**config.mk**
```make
export PLATFORM = sky130hd
export DESIGN_NAME = reversible_attach_phy_enable
export DESIGN_NICKNAME = d
export VERILOG_FILES = /design/src/verilog/attach_enable_pkg.sv /design/src/verilog/level_sync.sv /design/src/verilog/reversible_attach_phy_enable.sv
export SDC_FILE = /design/constraint.sdc
export NUM_CORES = 1
export LEC_CHECK = 0
export ABC_AREA = 1
export ABC_CLOCK_PERIOD_IN_PS = 1600
export BUFFER_PORTS_ARGS = -buffer_cell sky130_fd_sc_hd__buf_4
export CORE_ASPECT_RATIO = 0.5
export CORE_MARGIN = 2
export CORE_UTILIZATION = 40
export DETAILED_ROUTE_END_ITERATION = 10
export GPL_TIMING_DRIVEN = 0
export PLACE_DENSITY = 0.65
export SKIP_CTS_REPAIR_TIMING = 1
export SYNTH_ARGS = -nofsm -noshare
export SYNTH_HDL_FRONTEND = slang
export SYNTH_HIERARCHICAL = 1
export SYNTH_SLANG_ARGS = --single-unit
```
**constraint.sdc**
```tcl
create_clock -name aclk -period 1.6 [get_ports aclk]
set_input_delay 0.08 -clock aclk [delete_from_list [all_inputs] [get_ports aclk]]
set_output_delay 0.08 -clock aclk [all_outputs]
set_load 0.01 [all_outputs]
```
**src/verilog/attach_enable_pkg.sv**
```systemverilog
/*
 * constants for the reversible-connector lane enable block: port count,
 * register offsets, field positions and reset values.
 * assumes a 32-bit axi4-lite register bus with byte addresses.
 */
package attach_enable_pkg;
   localparam int PORT_COUNT = 2;
   localparam int ADDR_WIDTH = 8;
   localparam int DATA_WIDTH = 32;

   // register byte offsets
   localparam logic [7:0] CONTROL_OFFSET = 8'h00;
   localparam logic [7:0] STATUS_OFFSET = 8'h04;
   localparam logic [7:0] PIN_LEVEL_OFFSET = 8'h08;

   // control: lane disable masks
   localparam int CTRL_MASK_A_LSB = 0;
   localparam int CTRL_MASK_B_LSB = 8;
   localparam logic [31:0] CONTROL_RESET = 32'h0000_0000;
   localparam logic [31:0] CONTROL_WRITE_MASK = 32'h0000_ffff;

   // status: lane enables and straps
   localparam int STAT_EN_A_LSB = 0;
   localparam int STAT_EN_B_LSB = 8;
   localparam int STAT_MODE_BIT = 16;
   localparam int STAT_POL_BIT = 17;
   localparam int STAT_LEGACY_BIT = 18;

   // pin level: synchronised raw inputs
   localparam int PIN_ATTACH_LSB = 0;
   localparam int PIN_ORIENT_LSB = 8;
   localparam int PIN_ORIENT_A_LSB = 16;
   localparam int PIN_ORIENT_B_LSB = 24;

   localparam logic [1:0] RESP_OKAY = 2'h0;
   localparam logic [1:0] RESP_SLVERR = 2'h2;
   localparam logic [1:0] SYNC_RESET = 2'h0;
endpackage

```
**src/verilog/level_sync.sv**
```systemverilog
/*
 * two-flop synchroniser for a vector of independent levels.
 * assumes each bit is a slow level; no bus coherency between bits.
 */
`timescale 1ns/100ps
module level_sync
   import attach_enable_pkg::*;
#(
   parameter int WIDTH = 1
) (
   input wire logic aclk,
   input wire logic aresetn,
   input wire logic [WIDTH-1:0] async_in,
   output logic [WIDTH-1:0] sync_out
);
   typedef struct packed {
      logic [WIDTH-1:0] meta;
      logic [WIDTH-1:0] stable;
   } sync_state_type;

   sync_state_type state_q;
   sync_state_type state_d;

   always_comb begin
      state_d = state_q;
      state_d.meta = async_in;
      state_d.stable = state_q.meta;
   end

   always_ff @(posedge aclk) begin
      if (!aresetn) begin
         state_q <= '0;
      end else begin
         state_q <= state_d;
      end
   end

   assign sync_out = state_q.stable;
endmodule

```
**src/verilog/reversible_attach_phy_enable.sv**
```systemverilog
/*
 * attach and orientation decode for the superspeed lanes (orientation a
 * and b) of the reversible-connector ports, with an axi4-lite register
 * window for lane masking and status.
 * assumes all pins are asynchronous and are synchronised here; aclk is
 * the hub core clock, aresetn the synchronous hub reset.
 */
// How it works
// - mode 1: attach input reporting attach enables that port's lanes.
// - mode 1: attach reporting no connection keeps that port's lanes off.
// - polarity strap low: attach 1 means attached; strap high: 0 means it.
// - strap low: orientation 1 picks lane b; strap high: 1 picks lane a.
// - mode 1: chosen lane is enabled only while attach is asserted.
// - mode 1, polarity strap low: all attach inputs held high for legacy connectors: every lane on.
// - mode 2: orientation-a attach asserted enables lane a.
// - mode 2: orientation-a attach deasserted disables lane a.
// - mode 2 attach inputs use the same polarity strap.
// - mode strap low: mode 1, per-orientation attach inputs ignored.
`timescale 1ns/100ps
module reversible_attach_phy_enable
   import attach_enable_pkg::*;
#(
   parameter int NPORTS = PORT_COUNT
) (
   input wire logic aclk,
   input wire logic aresetn,
   input wire logic [NPORTS-1:0] connector_attach_in,
   input wire logic [NPORTS-1:0] orientation_select_in,
   input wire logic [NPORTS-1:0] orient_a_attach_in,
   input wire logic [NPORTS-1:0] orient_b_attach_in,
   input wire logic attach_polarity_strap,
   input wire logic control_mode_strap,
   output logic [NPORTS-1:0] lane_a_enable,
   output logic [NPORTS-1:0] lane_b_enable,
   input wire logic [ADDR_WIDTH-1:0] s_axi_awaddr,
   input wire logic [2:0] s_axi_awprot,
   input wire logic s_axi_awvalid,
   output logic s_axi_awready,
   input wire logic [DATA_WIDTH-1:0] s_axi_wdata,
   input wire logic [3:0] s_axi_wstrb,
   input wire logic s_axi_wvalid,
   output logic s_axi_wready,
   output logic [1:0] s_axi_bresp,
   output logic s_axi_bvalid,
   input wire logic s_axi_bready,
   input wire logic [ADDR_WIDTH-1:0] s_axi_araddr,
   input wire logic [2:0] s_axi_arprot,
   input wire logic s_axi_arvalid,
   output logic s_axi_arready,
   output logic [DATA_WIDTH-1:0] s_axi_rdata,
   output logic [1:0] s_axi_rresp,
   output logic s_axi_rvalid,
   input wire logic s_axi_rready
);
   localparam int SYNC_W = 4 * NPORTS + 2;

   typedef struct packed {
      logic aw_full;
      logic [ADDR_WIDTH-1:0] aw_addr;
      logic w_full;
      logic [DATA_WIDTH-1:0] w_data;
      logic [3:0] w_strb;
      logic bvalid;
      logic [1:0] bresp;
      logic rvalid;
      logic [1:0] rresp;
      logic [DATA_WIDTH-1:0] rdata;
      logic [DATA_WIDTH-1:0] control;
      logic legacy;
      logic [NPORTS-1:0] en_a;
      logic [NPORTS-1:0] en_b;
   } state_type;

   state_type state_q;
   state_type state_d;
   logic [SYNC_W-1:0] pins_sync;
   logic pol;
   logic mode2;
   logic [NPORTS-1:0] att_raw;
   logic [NPORTS-1:0] ori_raw;
   logic [NPORTS-1:0] oa_raw;
   logic [NPORTS-1:0] ob_raw;
   logic [NPORTS-1:0] attached;
   logic [NPORTS-1:0] pick_b;
   logic [NPORTS-1:0] mask_a;
   logic [NPORTS-1:0] mask_b;
   logic [DATA_WIDTH-1:0] status_word;
   logic [DATA_WIDTH-1:0] pin_word;

   // every pin crosses two flops before decode
   level_sync #(
      .WIDTH(SYNC_W)
   ) pin_sync (
      .aclk(aclk),
      .aresetn(aresetn),
      .async_in({orient_b_attach_in, orient_a_attach_in,
                 orientation_select_in, connector_attach_in,
                 control_mode_strap, attach_polarity_strap}),
      .sync_out(pins_sync)
   );

   assign pol = pins_sync[0];
   assign mode2 = pins_sync[1];
   assign att_raw = pins_sync[2 +: NPORTS];
   assign ori_raw = pins_sync[2 + NPORTS +: NPORTS];
   assign oa_raw = pins_sync[2 + 2 * NPORTS +: NPORTS];
   assign ob_raw = pins_sync[2 + 3 * NPORTS +: NPORTS];
   assign mask_a = state_q.control[CTRL_MASK_A_LSB +: NPORTS];
   assign mask_b = state_q.control[CTRL_MASK_B_LSB +: NPORTS];

   always_comb begin
      status_word = '0;
      status_word[STAT_EN_A_LSB +: NPORTS] = state_q.en_a;
      status_word[STAT_EN_B_LSB +: NPORTS] = state_q.en_b;
      status_word[STAT_MODE_BIT] = mode2;
      status_word[STAT_POL_BIT] = pol;
      status_word[STAT_LEGACY_BIT] = state_q.legacy;
      pin_word = '0;
      pin_word[PIN_ATTACH_LSB +: NPORTS] = att_raw;
      pin_word[PIN_ORIENT_LSB +: NPORTS] = ori_raw;
      pin_word[PIN_ORIENT_A_LSB +: NPORTS] = oa_raw;
      pin_word[PIN_ORIENT_B_LSB +: NPORTS] = ob_raw;
   end

   always_comb begin
      state_d = state_q;

      // lane decode
      attached = att_raw ^ {NPORTS{pol}};
      pick_b = ori_raw ^ {NPORTS{pol}};
      // all-on only for active-high straps in mode 1
      state_d.legacy = (&att_raw) & ~pol & ~mode2;
      if (mode2) begin
         // orientation attach lines, same polarity strap
         state_d.en_a = (oa_raw ^ {NPORTS{pol}}) & ~mask_a;
         state_d.en_b = (ob_raw ^ {NPORTS{pol}}) & ~mask_b;
      end else if (state_d.legacy) begin
         state_d.en_a = ~mask_a;
         state_d.en_b = ~mask_b;
      end else begin
         // orient_a/b lines unused in mode 1
         state_d.en_a = attached & ~pick_b & ~mask_a;
         state_d.en_b = attached & pick_b & ~mask_b;
      end

      // write channel: address and data taken in either order
      if (s_axi_awvalid && s_axi_awready) begin
         state_d.aw_full = 1'b1;
         state_d.aw_addr = s_axi_awaddr;
      end
      if (s_axi_wvalid && s_axi_wready) begin
         state_d.w_full = 1'b1;
         state_d.w_data = s_axi_wdata;
         state_d.w_strb = s_axi_wstrb;
      end
      // a pair taken while bvalid stands waits here for bready
      if (state_q.aw_full && state_q.w_full && !state_q.bvalid) begin
         state_d.aw_full = 1'b0;
         state_d.w_full = 1'b0;
         state_d.bvalid = 1'b1;
         if (state_q.aw_addr[7:2] == CONTROL_OFFSET[7:2]) begin
            for (int i = 0; i < 4; i++) begin
               if (state_q.w_strb[i]) begin
                  state_d.control[8*i +: 8] = state_q.w_data[8*i +: 8];
               end
            end
            state_d.control = state_d.control & CONTROL_WRITE_MASK;
            state_d.bresp = RESP_OKAY;
         end else if (state_q.aw_addr[7:2] == STATUS_OFFSET[7:2] ||
                      state_q.aw_addr[7:2] == PIN_LEVEL_OFFSET[7:2]) begin
            state_d.bresp = RESP_OKAY;
         end else begin
            state_d.bresp = RESP_SLVERR;
         end
      end
      if (state_q.bvalid && s_axi_bready) begin
         state_d.bvalid = 1'b0;
      end

      // read channel
      if (s_axi_arvalid && s_axi_arready) begin
         state_d.rvalid = 1'b1;
         state_d.rresp = RESP_OKAY;
         if (s_axi_araddr[7:2] == CONTROL_OFFSET[7:2]) begin
            state_d.rdata = state_q.control;
         end else if (s_axi_araddr[7:2] == STATUS_OFFSET[7:2]) begin
            state_d.rdata = status_word;
         end else if (s_axi_araddr[7:2] == PIN_LEVEL_OFFSET[7:2]) begin
            state_d.rdata = pin_word;
         end else begin
            state_d.rdata = '0;
            state_d.rresp = RESP_SLVERR;
         end
      end else if (state_q.rvalid && s_axi_rready) begin
         state_d.rvalid = 1'b0;
      end
   end

   always_ff @(posedge aclk) begin
      if (!aresetn) begin
         state_q <= '0;
         state_q.control <= CONTROL_RESET;
      end else begin
         state_q <= state_d;
      end
   end

   assign s_axi_awready = !state_q.aw_full;
   assign s_axi_wready = !state_q.w_full;
   assign s_axi_bvalid = state_q.bvalid;
   assign s_axi_bresp = state_q.bresp;
   // one read in flight; next address waits for rready
   assign s_axi_arready = !state_q.rvalid;
   assign s_axi_rvalid = state_q.rvalid;
   assign s_axi_rresp = state_q.rresp;
   assign s_axi_rdata = state_q.rdata;
   assign lane_a_enable = state_q.en_a;
   assign lane_b_enable = state_q.en_b;
endmodule
```
==> summary.md <==
| Metric | Value |
|---|---|
| CP max-delay cell | `dfxtp_1` |
| Final Hold Vio Count | `3` |
| Ys Warns | `6` |
| Cts bufs inserted | `9` |
| Total grt overflow | `0` |
| Sequential area share after synthesis | `around 49%` |
| Setup TNS Final | `0 ps` |
| Failing checks | `negative hold slack` |
| Delay-heaviest family, CP | `simple AND/OR/NAND/NOR gates` |
| Area of the core | `just over 9000 um^2` |
| Iteration-0 DRC Markers | `roughly 180` |
| Port bufs | `77` |
| Worst-path clk slew | `~60 ps` |
| Tot GR Track Use | `about 18%` |
| Number of global-route vias before repair | `3084` |
| Buffers & Inverters on Critical Path | `2` |
| Die span in y | `between 70 and 80 um` |
| Mapped Cells | `495` |
| Router iterations before antenna repair | `4` |
| Top cell type's share of synthesized area | `between 40% and 50%` |
| Layout cell share with drive strength beyond 1 | `24.3%` |
| Period utilization | `90.0%` |
| Clk_lat worst skew | `between 300 and 400 ps` |
| Clock period minus worst slack | `roughly 1400 ps` |
| Ant. Diodes | `0` |
| CTS Root Cell | `clkbuf_16` |
| DP HPWL | `~6300 um` |
| End-of-flow core utilization | `roughly 56%` |
| Detail Route Antenna Nets | `0` |
| Area Growth Syn to Fin | `37.9%` |
| CTS tree | `built` |
| Most frequent cells in the layout | `buf_4 (117), nor2_1 (114), dfxtp_1 (92)` |
| Vias per cell | `4.54` |
| Power per cell area | `approximately 980 nW/um^2` |
| CP Class | `reg -> reg` |
| WL final | `slightly below 9000 um` |
| Clk sinks | `92` |
| Final net count | `708` |
| Initial Utilization | `roughly 41%` |
| Leading area contributor after synthesis | `dfxtp_1` |
| Total leakage power | `between 2 and 3 nW` |
| Mean post-synth cell area | `~7.7 um^2` |
| Seq cells post-synth | `92` |
| Maximum vdd ir drop | `about 0.66 mV` |
| Final setup fails | `0` |
| Die extent in x | `around 140 um` |
| Filler cells | `902` |
| First-pass GRT wire length | `13900 um` |
| Crit path capture type | `flip-flop` |
| CP arrival | `1680 ps` |
| Initial antenna violation count | `0` |
| Drt drc | `0` |
| Critical-path cell list | `inv_2, nor3_4, nand2_2, nor2_4, inv_2, nor2_1, nor2_1` |
| Commonest non-fill, non-tap cell in the layout | `buf_4` |
| Outcome | `complete, but fails checks` |
| Syn Std Cell Area | `3790 um^2` |
| Final RePlAce weighted congestion | `0.810` |
| Routed len/inst | `~12 um` |
| MaxCap Viol Count | `0` |
| I/O Pins | `120` |
| Worst min-delay path class | `in -> reg` |
| Synth area leaders | `dfxtp_1 (49%), nor2_1 (11%), buf_4 (7.9%)` |
| Crit start category | `flip-flop` |
| Max Fclk | `694 MHz` |
| Site Rows | `25` |
| Hold WS | `-14.4 ps` |
| Largest net degree at the start of global routing | `15` |
| Critical path's largest stage delay | `between 300 and 400 ps` |
| RSZ-0062 raised after global routing | `false` |
| Clock Tree Buf Depth | `2` |
| Data required time of the worst path | `between 1500 and 2000 ps` |
| Via count | `approximately 3400` |
| H-Tree Depth | `3` |
| Cell variety after synth | `32` |
| Clock skew | `approximately 7.7 ps` |
| Worst Path Max Fanout | `9` |
| Max Slew Vio Count | `0` |
| Die area | `10300 um^2` |
cell usage after synthesis:
cell type and count:
a31oi_1 1, or2_2 1, o211ai_1 2, clkbuf_1 9, o21ai_0 54, buf_2 4, o21a_1 1, nor3_1 10
a211oi_1 1, nand3_2 1, inv_2 4, nor2_1 114, buf_1 1, inv_1 37, nor2_2 1, nand3_1 9
conb_1 1, buf_4 40, dfxtp_1 92, nor2_4 3, a21boi_0 2, nand2_1 58, xor2_1 4, o21ai_1 3
a21oi_1 19, nand2b_1 2, clkinv_1 3, nor3_4 1, buf_6 3, nand2_2 3, nand4_1 8, nor3_2 3
sequential cells by signal (all words and copies together), names as in the netlist:
name	count
s_axi_bresp	1
pin_sync/state_d	10
lane_b_enable	2
s_axi_bvalid	1
mask_b	2
mask_a	2
s_axi_rvalid	1
pin_sync/sync_out	10
state_q	39
lane_a_enable	2
s_axi_rdata	21
s_axi_rresp	1
layer usage:
| metal | global-route usage [%] | up-vias | part of all wire (%) |
|---|---|---|---|
| met5 | 0 | - | 0 |
| met4 | 6.78 | 0 | 1.3 |
| met3 | 5.51 | 6 | 6.1 |
| met2 | 29.0 | 76 | 47 |
| met1 | 21.9 | 1565 | 45 |
| li1 | - | 1794 | - |
tightest hold or removal path: stages:
cell and delay [ps]:
buf_4 80, nor2_1 30, nor2_1 90
path summary, 6_finish.rpt:
kind	start	end	slack, ps	cells after the start
hold / removal	s_axi_awaddr[4]	state_q[116]	-10	3
setup / recovery	state_q[111]	state_q[19]	160	7
setup reg to reg	state_q[111]	state_q[19]	160	7
hold reg to reg	pin_sync/state_d[5]	pin_sync/sync_out[5]	410	2
final cells by class:
class | count | area, um^2 | share of cell area, %
plain buffers | 57 | 392 | 7.49
well taps | 121 | 151 | 2.89
clock inverters | 5 | 53.8 | 1.03
repair buffers | 115 | 958 | 18.3
clock buffers | 10 | 229 | 4.38
flip-flops and latches | 92 | 1840 | 35.2
inverters | 44 | 165 | 3.16
multi-input cells | 314 | 1440 | 27.5
power by group:
group	switching (W)	total, W	leakage (nW)	internal (W)
clock network	0.000850	0.00205	0.142	0.00120
registers	0.0000596	0.00246	0.754	0.00240
logic	0.000316	0.000641	1.66	0.000325
total	0.00123	0.00515	2.56	0.00392
per-stage QoR:
| step | hold WS [ps] | total power [W] | worst slack (ps) | cells | cell area (um^2) |
|---|---|---|---|---|---|
| 3_5_place_dp | 263 | 0.00308 | 113 | 705 | 4570 |
| 2_1_floorplan | 173 | 0.00285 | 335 | 507 | 3840 |
| 4_1_cts | -96.3 | 0.00512 | 87.3 | 720 | 4850 |
| 5_1_grt | 0.844 | 0.00541 | 3.32 | 758 | 5230 |
| 6_report | -14.4 | 0.00515 | 159 | 758 | 5230 |
| 3_3_place_gp | 262 | 0.00307 | 129 | 705 | 4570 |
cells by family (layout without fill, tap and decap cells):
kind of cell | after synthesis | count (layout) | share of synthesized area, %
AO/OA/AOI/OAI | 83 | 83 | 11.4
flip-flops | 92 | 92 | 48.5
buffers and inverters | 101 | 231 | 14.7
AND/OR/NAND/NOR | 214 | 214 | 24.4
XOR/XNOR | 4 | 4 | 0.923
other | 1 | 13 | 0.0988
No activity file was read; power rests on OpenSTA's default activity.
